## config.mk

```make
export PLATFORM = sky130hd
export DESIGN_NAME = mior_flash_read
export DESIGN_NICKNAME = d
export VERILOG_FILES = /design/src/pkg/mior_pkg.sv /design/src/hdl/mior_flash_read.sv /design/src/hdl/mior_pair_fifo.sv
export SDC_FILE = /design/constraint.sdc
export NUM_CORES = 1
export LEC_CHECK = 0
export BUFFER_PORTS_ARGS = -buffer_cell sky130_fd_sc_hd__clkbuf_2
export CAP_MARGIN = 40
export CORE_MARGIN = 1
export CORE_UTILIZATION = 45
export CTS_CLUSTER_SIZE = 8
export DETAILED_ROUTE_END_ITERATION = 10
export HOLD_SLACK_MARGIN = 0.02
export PLACE_DENSITY = 0.75
export SLEW_MARGIN = 20
export SYNTH_ARGS = -nofsm -noshare
export SYNTH_HDL_FRONTEND = slang
export SYNTH_SLANG_ARGS = --single-unit
```

## constraint.sdc

```tcl
create_clock -name mclk -period 8.9 [get_ports mclk]
set_input_delay 2.225 -clock mclk [delete_from_list [all_inputs] [get_ports mclk]]
set_output_delay 2.225 -clock mclk [all_outputs]
set_load 0.05 [all_outputs]
```

## src/pkg/mior_pkg.sv

```systemverilog
package mior_pkg;

  // ----------------------------------------------------------------
  // Opcodes and mode nibble
  // ----------------------------------------------------------------
  localparam logic [7:0] QUAD_OUTPUT_READ_CMD           = 8'h6b;
  localparam logic [7:0] QUAD_OUTPUT_READ_WIDE_ADDR_CMD = 8'h6c;
  localparam logic [7:0] DUAL_INOUT_READ_CMD            = 8'hbb;
  localparam logic [7:0] DUAL_INOUT_READ_WIDE_ADDR_CMD  = 8'hbc;
  localparam logic [3:0] MODE_KEEP_NIBBLE               = 4'ha;

  // ----------------------------------------------------------------
  // Array geometry
  // ----------------------------------------------------------------
  localparam logic [31:0] ARRAY_ADDR_MASK = 32'h01ff_ffff;
  localparam logic [31:0] ADDR_RESET      = 32'h0000_0000;

  // ----------------------------------------------------------------
  // Rising-edge counts, last index of each phase
  // ----------------------------------------------------------------
  localparam logic [5:0] CMD_LAST          = 6'h07;
  localparam logic [5:0] ADDR3_SERIAL_LAST = 6'h17;
  localparam logic [5:0] ADDR4_SERIAL_LAST = 6'h1f;
  localparam logic [5:0] ADDR3_DUAL_LAST   = 6'h0b;
  localparam logic [5:0] ADDR4_DUAL_LAST   = 6'h0f;
  localparam logic [5:0] MODE_LAST         = 6'h03;
  localparam logic [3:0] SHORT_FRAME_EDGES = 4'h8;
  localparam logic [3:0] FRAME_CNT_MAX     = 4'hf;

  // ----------------------------------------------------------------
  // Output shaping
  // ----------------------------------------------------------------
  localparam logic [3:0] QUAD_OE        = 4'hf;
  localparam logic [3:0] DUAL_OE        = 4'h3;
  localparam logic [3:0] IO_RESET       = 4'h0;
  localparam logic [1:0] QUAD_UNITS_END = 2'h1;
  localparam logic [1:0] DUAL_UNITS_END = 2'h3;

  // Dummy cycles per latency code, entry index = code
  localparam logic [3:0][3:0] DUMMY_TABLE_DEFAULT = {4'h8, 4'h6, 4'h4, 4'h0};

  typedef enum logic [2:0] {
    S_IDLE,
    S_CMD,
    S_ADDR,
    S_MODE,
    S_DUMMY,
    S_DATA,
    S_SKIP
  } mior_state_t;

endpackage

```

## src/hdl/mior_flash_read.sv

```systemverilog
// Behaviour
// - 6Bh takes 3 or 4 address bytes by extended bit; 6Ch always four.
// - Quad-output read returns one nibble per clock, changed on falling edges.
// - Quad-output dummy cycles ignore all four data lines.
// - Any byte start address; address steps by one per byte output.
// - After the top array address the counter wraps to zero, no break.
// - Four-line operation only while quad-enable is set.
// - BBh takes 3 or 4 address bytes by extended bit; BCh always four.
// - Dual read address arrives two bits per rising edge on lines 0,1.
// - High-performance table: no mode cycles, always full instruction first.
// - Enhanced table: instruction, address, four mode cycles, then latency.
// - Mode Axh: next frame starts directly with address.
// - Only the upper mode nibble matters; lower nibble ignored.
// - Other mode value: continuous mode ends when chip select rises.
// - Frame of eight clocks or fewer without instruction ends continuous mode.
// - Dual read returns two bits per clock on lines 0,1, on falling edges.
// - Dual dummy count follows latency code; lines ignored meanwhile.
// - Dummy counted falling to falling; zero dummy drives on that same edge.
// - Chip select high ends any read in data phase.
// - Extended-address bit makes 3-byte opcodes take four address bytes.
`timescale 1ns/1ps

module mior_flash_read
  import mior_pkg::*;
#(
  parameter logic [3:0][3:0] DUMMY_TABLE = DUMMY_TABLE_DEFAULT
)
(
  // Clock and reset
  input  wire logic        mclk,
  input  wire logic        sys_rst,
  // Serial pins
  input  wire logic        sck,
  input  wire logic        csN,
  input  wire logic [3:0]  ioIn,
  output      logic [3:0]  ioOut,
  output      logic [3:0]  ioOe,
  // Configuration
  input  wire logic        quadEnable,
  input  wire logic        extendedAddressEnable,
  input  wire logic [1:0]  latencyCode,
  input  wire logic        enhancedLatencyTable,
  // Status
  output      logic        executeInPlace,
  // Array port, data valid the cycle after memRdEn
  output      logic        memRdEn,
  output      logic [31:0] memAddr,
  input  wire logic [7:0]  memRdData
);

  typedef struct packed {
    mior_state_t state;
    logic [2:0]  sckS;
    logic [2:0]  csS;
    logic [3:0]  ioSa;
    logic [3:0]  ioSb;
    logic [3:0]  ioSc;
    logic        sckLvl;
    logic        csLvl;
    logic [5:0]  bitCnt;
    logic [3:0]  frameCnt;
    logic [7:0]  cmd;
    logic [31:0] addr;
    logic        wide;
    logic        dual;
    logic [7:0]  mode;
    logic        modeSeen;
    logic        execute_in_place;
    logic [3:0]  dummyCnt;
    logic [7:0]  shift;
    logic [1:0]  unitCnt;
    logic [3:0]  ioOut;
    logic [3:0]  ioOe;
    logic        fetchOn;
    logic        memRdEn;
    logic        rspPend;
    logic [31:0] memAddr;
  } mior_core_t;

  mior_core_t q;
  mior_core_t d;
  logic       sckRise;
  logic       sckFall;
  logic       csFall;
  logic       csRise;
  logic       bufInReady;
  logic       bufOutValid;
  logic [7:0] bufOutData;
  logic       bufPush;
  logic       bufPop;
  logic       bufFlush;
  logic [7:0] src;
  logic [7:0] cmdNext;
  logic [5:0] addrLast;

  // ----------------------------------------------------------------
  // Two-entry buffer between array and serializer
  // ----------------------------------------------------------------
  // A full buffer stalls the fetcher, never drops a byte
  mior_pair_fifo #(
    .WIDTH (8)
  ) u_buf (
    .mclk     (mclk),
    .sys_rst  (sys_rst),
    .flush    (bufFlush),
    .inValid  (bufPush),
    .inReady  (bufInReady),
    .inData   (memRdData),
    .outValid (bufOutValid),
    .outReady (bufPop),
    .outData  (bufOutData)
  );

  // ----------------------------------------------------------------
  // Next-state logic
  // ----------------------------------------------------------------
  always_comb
  begin
    d        = q;
    bufPop   = 1'b0;
    src      = 8'h00;
    cmdNext  = {q.cmd[6:0], q.ioSc[0]};
    addrLast = q.dual ? (q.wide ? ADDR4_DUAL_LAST : ADDR3_DUAL_LAST)
                      : (q.wide ? ADDR4_SERIAL_LAST : ADDR3_SERIAL_LAST);

    // Pin synchronisers; a level counts once stages two and three agree
    d.sckS = {q.sckS[1:0], sck};
    d.csS  = {q.csS[1:0], csN};
    d.ioSa = ioIn;
    d.ioSb = q.ioSa;
    d.ioSc = q.ioSb;
    d.sckLvl = (q.sckS[1] == q.sckS[2]) ? q.sckS[2] : q.sckLvl;
    d.csLvl  = (q.csS[1] == q.csS[2]) ? q.csS[2] : q.csLvl;
    sckRise = !q.sckLvl && d.sckLvl;
    sckFall = q.sckLvl && !d.sckLvl;
    csFall  = q.csLvl && !d.csLvl;
    csRise  = !q.csLvl && d.csLvl;

    // Array fetcher: one read in flight, only while the buffer has room
    bufPush   = q.rspPend && q.fetchOn;
    bufFlush  = csFall || csRise;
    d.rspPend = q.memRdEn;
    d.memRdEn = q.fetchOn && !q.memRdEn && !q.rspPend && bufInReady && !bufFlush;
    d.memAddr = (q.memAddr + 32'(q.memRdEn)) & ARRAY_ADDR_MASK;

    if (csFall)
    begin
      d.bitCnt   = '0;
      d.frameCnt = '0;
      d.modeSeen = 1'b0;
      d.addr     = ADDR_RESET;
      d.fetchOn  = 1'b0;
      d.unitCnt  = '0;
      d.state = q.execute_in_place ? S_ADDR : S_CMD;
    end
    else if (csRise)
    begin
      d.state   = S_IDLE;
      d.ioOe    = IO_RESET;
      d.fetchOn = 1'b0;
      d.memRdEn = 1'b0;
      if (q.modeSeen)
      begin
        d.execute_in_place = (q.mode[7:4] == MODE_KEEP_NIBBLE);
      end
      else if (q.frameCnt <= SHORT_FRAME_EDGES)
      begin
        d.execute_in_place = 1'b0;
      end
    end
    else if (!q.csLvl && sckRise)
    begin
      // Saturates, so a long frame never looks short
      d.frameCnt = q.frameCnt + 4'(q.frameCnt != FRAME_CNT_MAX);
      d.bitCnt = q.bitCnt + 6'h1;
      case (q.state)
        S_CMD:
        begin
          d.cmd = cmdNext;
          if (q.bitCnt == CMD_LAST)
          begin
            d.bitCnt = '0;
            d.state  = S_ADDR;
            case (cmdNext)
              QUAD_OUTPUT_READ_CMD:           {d.dual, d.wide} = {1'b0, extendedAddressEnable};
              QUAD_OUTPUT_READ_WIDE_ADDR_CMD: {d.dual, d.wide} = 2'h1;
              DUAL_INOUT_READ_CMD:            {d.dual, d.wide} = {1'b1, extendedAddressEnable};
              DUAL_INOUT_READ_WIDE_ADDR_CMD:  {d.dual, d.wide} = 2'h3;
              default:                        d.state = S_SKIP;
            endcase
            if (!d.dual && !quadEnable)
            begin
              d.state = S_SKIP;
            end
          end
        end
        S_ADDR:
        begin
          // two bits per rising edge in dual read
          d.addr = q.dual ? {q.addr[29:0], q.ioSc[1:0]} : {q.addr[30:0], q.ioSc[0]};
          if (q.bitCnt == addrLast)
          begin
            d.bitCnt = '0;
            // mode cycles only with the enhanced table
            d.state = (q.dual && enhancedLatencyTable) ? S_MODE : S_DUMMY;
            d.memAddr  = d.addr & ARRAY_ADDR_MASK;
            d.fetchOn  = 1'b1;
            d.dummyCnt = DUMMY_TABLE[latencyCode];
          end
        end
        S_MODE:
        begin
          d.mode = {q.mode[5:0], q.ioSc[1:0]};
          if (q.bitCnt == MODE_LAST)
          begin
            d.modeSeen = 1'b1;
            d.state    = S_DUMMY;
          end
        end
        default:
        begin
          // lines ignored in dummy and data phases
          d.bitCnt = q.bitCnt;
        end
      endcase
    end
    else if (!q.csLvl && sckFall && (q.state == S_DUMMY || q.state == S_DATA))
    begin
      if (q.state == S_DUMMY && q.dummyCnt != 4'h0)
      begin
        d.dummyCnt = q.dummyCnt - 4'h1;
      end
      else
      begin
        // Underrun shows all ones; keep the serial clock slow enough
        bufPop  = (q.unitCnt == 2'h0);
        src     = bufPop ? (bufOutValid ? bufOutData : 8'hff) : q.shift;
        d.state = S_DATA;
        if (q.dual)
        begin
          d.ioOut   = {2'h0, src[7:6]};
          d.shift   = {src[5:0], 2'h0};
          d.ioOe    = DUAL_OE;
          d.unitCnt = bufPop ? DUAL_UNITS_END : q.unitCnt - 2'h1;
        end
        else
        begin
          d.ioOut   = src[7:4];
          d.shift   = {src[3:0], 4'h0};
          d.ioOe    = QUAD_OE;
          d.unitCnt = bufPop ? QUAD_UNITS_END : q.unitCnt - 2'h1;
        end
      end
    end
  end

  always_ff @(posedge mclk or posedge sys_rst)
  begin
    if (sys_rst)
    begin
      q        <= '0;
      q.sckS   <= 3'h0;
      q.csS    <= 3'h7;
      q.csLvl  <= 1'b1;
      q.state  <= S_IDLE;
    end
    else
    begin
      q <= d;
    end
  end

  assign ioOut          = q.ioOut;
  assign ioOe           = q.ioOe;
  assign executeInPlace = q.execute_in_place;
  assign memRdEn        = q.memRdEn;
  assign memAddr        = q.memAddr;

  // ----------------------------------------------------------------
  // Assertions
  // ----------------------------------------------------------------
  a_cs_high_quiet: assert property (@(posedge mclk) disable iff (sys_rst)
    q.csLvl |-> (q.ioOe == 4'h0))
    else $error("data lines driven while chip select is high");
  a_quad_needs_qe: assert property (@(posedge mclk) disable iff (sys_rst)
    (q.ioOe == QUAD_OE) |-> (!q.dual && quadEnable))
    else $error("four lines driven without quad enable");
  a_dual_two_lines: assert property (@(posedge mclk) disable iff (sys_rst)
    (q.state == S_DATA && q.dual) |-> (q.ioOe == DUAL_OE && q.ioOut[3:2] == 2'h0))
    else $error("dual read drives wrong lines");
  a_out_on_fall: assert property (@(posedge mclk) disable iff (sys_rst)
    $changed(q.ioOut) |-> $past(sckFall))
    else $error("data changed away from a falling edge");
  a_dummy_hiz: assert property (@(posedge mclk) disable iff (sys_rst)
    (q.state == S_DUMMY) |-> (q.ioOe == 4'h0))
    else $error("lines driven during dummy cycles");
  a_zero_dummy: assert property (@(posedge mclk) disable iff (sys_rst)
    (q.state == S_DUMMY && q.dummyCnt == 4'h0 && sckFall && !csRise)
      |=> (q.state == S_DATA && q.ioOe != 4'h0))
    else $error("data not driven on the falling edge ending latency");
  a_addr_wrap: assert property (@(posedge mclk) disable iff (sys_rst)
    (q.memRdEn && q.memAddr == ARRAY_ADDR_MASK) |=> (q.memAddr == 32'h0))
    else $error("read address failed to wrap to zero");
  a_mode_keep: assert property (@(posedge mclk) disable iff (sys_rst)
    (csRise && q.modeSeen && q.mode[7:4] == MODE_KEEP_NIBBLE) |=> q.execute_in_place ##1 q.execute_in_place)
    else $error("continuous mode lost after Axh");
  a_mode_leave: assert property (@(posedge mclk) disable iff (sys_rst)
    (csRise && q.modeSeen && q.mode[7:4] != MODE_KEEP_NIBBLE) |=> !q.execute_in_place)
    else $error("continuous mode kept after other mode value");
  a_short_exit: assert property (@(posedge mclk) disable iff (sys_rst)
    (csRise && !q.modeSeen && q.frameCnt <= SHORT_FRAME_EDGES) |=> !q.execute_in_place)
    else $error("short frame did not end continuous mode");
  a_xip_skips_cmd: assert property (@(posedge mclk) disable iff (sys_rst)
    (csFall && q.execute_in_place) |=> (q.state == S_ADDR && q.bitCnt == 6'h0))
    else $error("continuous frame did not start with address");

endmodule // mior_flash_read

```

## src/hdl/mior_pair_fifo.sv

```systemverilog
`timescale 1ns/1ps

module mior_pair_fifo
  import mior_pkg::*;
#(
  parameter int WIDTH = 8
)
(
  // Clock and reset
  input  wire logic             mclk,
  input  wire logic             sys_rst,
  input  wire logic             flush,
  // Fill side
  input  wire logic             inValid,
  output      logic             inReady,
  input  wire logic [WIDTH-1:0] inData,
  // Drain side
  output      logic             outValid,
  input  wire logic             outReady,
  output      logic [WIDTH-1:0] outData
);

  typedef struct packed {
    logic [1:0][WIDTH-1:0] mem;
    logic [1:0]            count;
  } mior_fifo_t;

  mior_fifo_t q;
  mior_fifo_t d;
  logic       push;
  logic       pop;

  assign inReady  = (q.count != 2'h2);
  assign outValid = (q.count != 2'h0);
  assign outData  = q.mem[0];

  always_comb
  begin
    d    = q;
    push = inValid && inReady;
    pop  = outReady && outValid;
    if (pop)
    begin
      d.mem[0] = q.mem[1];
    end
    if (push)
    begin
      d.mem[q.count - 2'(pop)] = inData;
    end
    d.count = q.count + 2'(push) - 2'(pop);
    // Flush wins: a frame edge makes every held word stale
    if (flush)
    begin
      d.count = 2'h0;
    end
  end

  always_ff @(posedge mclk or posedge sys_rst)
  begin
    if (sys_rst)
    begin
      q <= '0;
    end
    else
    begin
      q <= d;
    end
  end

endmodule // mior_pair_fifo

```

==> results of run 1 <==
-- layout make-up --
class                           count  area [um2]  area share
Sequential cell                   134        3360       0.431
Multi-Input combinational cell    455        3210       0.412
Clock buffer                       23         468      0.0600
Timing Repair Buffer               60         338      0.0433
Tap cell                          211         264      0.0339
Clock inverter                      9        77.6     0.00995
Inverter                           18        72.6     0.00931
-- flip-flops by register name, summed over array words and instances, names as in the netlist --
register / flops
q: 67
memAddr: 25
u_buf.q: 10
cmdNext: 8
d: 8
u_buf.outData: 8
ioOut: 4
ioOe: 2
executeInPlace: 1
memRdEn: 1
-- stage by stage --
stage	setup WS, ps	utilization
floorplan	3100	-
global placement	5200	0.473
detailed placement	5490	0.475
CTS	5440	0.511
global route	5400	0.511
finish	5450	0.511
-- power by group --
group	internal, mW	leakage (nW)	switching, mW	total [mW]
sequential	0.653	1.76	0.0414	0.694
combinational	0.0755	1.32	0.145	0.221
clock	0.396	0.274	0.253	0.649
-- path summary, 6_finish.rpt --
kind	endpoint	slack [ps]	cells past startpoint
min in group asynchronous	ioOut[1]	1870	2
min	d[138]	350	0
max	memAddr[1]	5450	1
max reg2reg	u_buf.outData[0]	5740	11
max in group asynchronous	q[64]	6010	4
min reg2reg	d[138]	350	0
-- cells in the final DEF (no fill, tap or decap), types with 3 or more instances in the layout --
cell type / netlist / layout
nand3_1: 22 / 22
conb_1: 1 / 7
nand2b_1: 4 / 4
mux2_2: 27 / 27
a21o_1: 4 / 4
and3_1: 8 / 8
clkbuf_16: 0 / 17
nand4_1: 8 / 8
a21oi_1: 23 / 23
o21ai_0: 25 / 25
inv_1: 18 / 17
clkbuf_1: 16 / 4
xor2_1: 13 / 13
o21a_1: 3 / 3
buf_4: 42 / 6
nand3b_1: 5 / 5
o22ai_1: 6 / 6
dfstp_2: 4 / 4
ha_1: 14 / 14
a31oi_1: 4 / 4
o211ai_1: 6 / 6
nand2_1: 54 / 54
nor2_1: 42 / 42
xnor2_1: 13 / 13
clkbuf_2: 0 / 53
dfrtp_1: 130 / 129
clkinv_2: 0 / 6
and2_1: 5 / 5
and4_1: 4 / 4
mux2i_1: 50 / 50
o31ai_1: 34 / 34
nor2b_1: 3 / 3
nor3_1: 15 / 15
-- logic make-up after synthesis --
kind of cell / count (synthesis) / synth area share
other: 1 / 0.000531
XOR/XNOR: 26 / 0.0323
flip-flops: 134 / 0.476
buffers and inverters: 90 / 0.0732
AND/OR/NAND/NOR: 196 / 0.147
adder cells (fa/ha/maj): 15 / 0.0262
AO/OA/AOI/OAI: 133 / 0.129
multiplexers: 78 / 0.116
-- routing by layer --
metal  wire, um  part of all wire  vias up
met5          0                 0        -
met4        184             0.014        0
met3        456             0.034       13
met2       6160              0.46       65
met1       6590              0.49     2421
li1           -                 -     2407
==> metrics, run 1 <==
result of the run finished clean; drt pass-1 iters 4; Distinct cells, synth 73; count leader, synth dfrtp_1; clk_skew 7.15 ps; Reg clk slew, reported paths 60 ps; CP required 6680 ps; PwrDens 201 mW/mm2; Final setup viols 0; top cell type by total area after synthesis dfrtp_1; antenna cells 0; CP cell instances clkbuf_2; final hold violation count 0; CP startpoint kind register; Root Buffer clkbuf_16; Setup TNS Final 0 ps; Peak VDD IR 133 uV; M1 GR Usage 0.250; Worst-Skew Late Latency 420 ps; drt wl/cell 14.7 um; P&R area growth vs syn 10.5%; htree depth 4; critical path's slowest cell dfrtp_1; MaxCap Viol Count 0; placed instance area 0.00725 mm2; antenna violations before repair 0; Worst Path Max Fanout 6; kind of critical path register to output port; grt peak-use layer met2; CTS Buffer Depth 2; hold_sp d[137]; Post-DP HPWL 9000 um; RSZ-0062 raised after global routing false; Placer Congestion 0.804; die height 127 um; Ys Warns 0; post-CTS setup buffer count 0; reg-to-reg startpoint q[119]; post-route ant nets 0; # IOs 63; measured slew at the worst slew-check pin 822 ps; Synth top area share 0.461; core area 0.0153 mm2; type of the worst min-delay path register to register; met3 GRT Util 0.0469; placed cells 878; Congestion Overflow GR 0; overall power 1.56 mW; Worst path top cell family by delay flip-flops; CTS tree yes; Synth Flop Type dfrtp_1; cts-stage hold buffer count 0; first-pass GRT wire length 23000 um; vias 4906; CP Capture Type output port; Syn Area/Cell 10.5 um2; TritonCTS Buffers 17; Max Slew Vio Count 0; Starting DRT DRC Count 373; arrival time at the worst endpoint 1220 ps; Worst path max stage delay 470 ps; DRT Wirelength 13400 um; std cell rows 45; Async SR Flop Fraction 1.00; Critical Path Source memAddr[1]; fin crit period 3450 ps; Final nets 721; fin crit share 0.387; met2 Track Usage GR 0.275; DRC 0; Resized Gates After CTS 0; Synth Cell Area 0.00706 mm2; Via-to-Cell Ratio 5.39; WHS 346 ps; die area 0.0162 mm2; sequential area share after synthesis 0.476; top post-synthesis cells by area dfrtp_1 46%, mux2i_1 7.1%, buf_4 4.5%, mux2_2 4.3%, o31ai_1 3.6%; Die W 127 um; Port Buffer Count 53; share of cells above drive strength 1 0.202; largest net degree at the start of global routing 67; vias in the first global route 4698; Filler cells 1383; final cell count without fillers 910; WP buf/inv 1; Starting Density 0.462; clk sinks 134; Pleak 3.35 nW; number of synthesized flops with an enable pin 0; Post-synth top cells 130 x dfrtp_1, 54 x nand2_1, 50 x mux2i_1, 42 x buf_4, 42 x nor2_1; Cells after Synth 673; FF+latch count, synth 134; slew margin rel. 0.447; post-route cell area 0.00779 mm2; Fmax achieved 290 MHz; GRT Util Overall 0.181
No activity file was read; power rests on OpenSTA's default activity.
==> inputs of run 2 (changes only) <==
Clock period 8.9 ns to 3.35 ns, I/O delays scaled along.
==> run 2 against run 1 <==
Compared with the run above: sequential cell count is the same; sequential share of layout area down 0.21 points; non-clock buffer count rose by 3; critical path depth up 10; worst setup slack got worse by 5100 ps; final cell count rose by 0.11%; via count increased by 4.4%; final area grew 0.48%; sequential power rose to 2.7 times the previous value; largest cell class unchanged; routed wire length increased by 8.4%.
==> metrics, run 2 (same netlist as run 1, synthesis figures left out) <==
Worst-Skew Late Latency 420 ps; Most flops, register q; type of the worst min-delay path register to register; Port Buffer Count 53; CP Capture Type register; TritonCTS Buffers 17; # IOs 63; final cell count without fillers 911; Pleak 3.36 nW; CP required 3610 ps; Worst Path Max Fanout 16; Root Buffer clkbuf_16; most frequent cells in the layout 129 x dfrtp_1, 54 x nand2_1, 53 x clkbuf_2, 50 x mux2i_1, 42 x nor2_1; die height 127 um; fin crit share 0.902; CP startpoint kind register; vias in the first global route 5075; share of cells above drive strength 1 0.204; Final nets 724; drt pass-1 iters 7; Peak VDD IR 338 uV; die area 0.0162 mm2; htree depth 4; MaxCap Viol Count 0; DRT Wirelength 14500 um; DRC 0; Reg clk slew, reported paths 50 ps; Starting DRT DRC Count 459; kind of critical path register to register; Starting Density 0.462; Resized Gates After CTS 0; Max Slew Vio Count 0; CTS Buffer Depth 2; grt peak-use layer met2; CTS tree yes; clk sinks 134; RSZ-0062 raised after global routing false; CP cell instances inv_1 > nor2_1 > a21o_1 > inv_1 > ha_1 > or2_2 > nor3_1 > ha_1 > nand4b_1 > nor2_1 > a21oi_1; critical path's slowest cell dfstp_2; vias 5120; Post-DP HPWL 9850 um; met2 Track Usage GR 0.317; Fmax achieved 331 MHz; antenna violations before repair 0; cts-stage hold buffer count 0; measured slew at the worst slew-check pin 896 ps; largest net degree at the start of global routing 74; core area 0.0153 mm2; result of the run finished clean; Final setup viols 0; Congestion Overflow GR 0; drt wl/cell 15.9 um; first-pass GRT wire length 24500 um; placed cells 881; PwrDens 542 mW/mm2; Setup TNS Final 0 ps; met3 GRT Util 0.0498; post-CTS setup buffer count 0; M1 GR Usage 0.243; Placer Congestion 0.843; antenna cells 0; slew margin rel. 0.397; P&R area growth vs syn 11.0%; std cell rows 45; arrival time at the worst endpoint 3280 ps; Die W 127 um; final hold violation count 0; clk_skew 8.63 ps; Worst path max stage delay 580 ps; post-route ant nets 0; Largest register FFs 67; commonest non-fill, non-tap cell in the layout dfrtp_1; Via-to-Cell Ratio 5.62; GRT Util Overall 0.191; fin crit period 3020 ps
## run 2: final cells by class
cell class,instances,area (um2)
clock buffers,22,464
fillers,1313,7430
clock inverters,8,101
repair buffers,63,357
inverters,18,71.3
well taps,211,264
flip-flops and latches,134,3360
multi-input cells,455,3210
## run 2: worst paths after layout
path	endpoint	slack [ps]	cells after the start	startpoint
hold reg to reg	d[122]	340	0	d[126]
setup / recovery	u_buf.outData[4]	330	11	q[119]
hold / removal	d[122]	340	0	d[126]
max in group asynchronous	u_buf.q[17]	2200	3	sys_rst
setup reg to reg	u_buf.outData[4]	330	11	q[119]
min in group asynchronous	q[66]	440	2	sys_rst
## run 2: stage by stage
step                      hold WS (ps)  utilization  setup slack, ps  total power, mW  instance area [um2]
after floorplan                    331            -              610             2.39                 7080
after global placement             334        0.475              505             2.44                 7250
after detailed placement           335        0.476              336             2.47                 7270
after CTS                          345        0.513              286             4.28                 7830
after global routing               355        0.513             38.3             4.42                 7830
final                              345        0.513              329             4.24                 7830
## run 2: critical path: cells and delay by family, from the launching register on
kind            cells  cell delay [ps]
compound gates      2              210
buf+inv             2              130
fa+ha+maj           2              370
simple gates        5             1570
flops               1              580
## run 2: per-layer routing
| metal | up-vias | routed length, um |
|---|---|---|
| met2 | 127 | 7230 |
| li1 | 2415 | - |
| met5 | - | 0 |
| met4 | 0 | 157 |
| met3 | 13 | 696 |
| met1 | 2565 | 6440 |
## run 2: power breakdown
part / switching, mW / total (mW) / leakage (nW) / internal, mW
registers: 0.115 / 1.85 / 1.76 / 1.74
logic: 0.397 / 0.599 / 1.33 / 0.202
clock network: 0.669 / 1.79 / 0.268 / 1.12
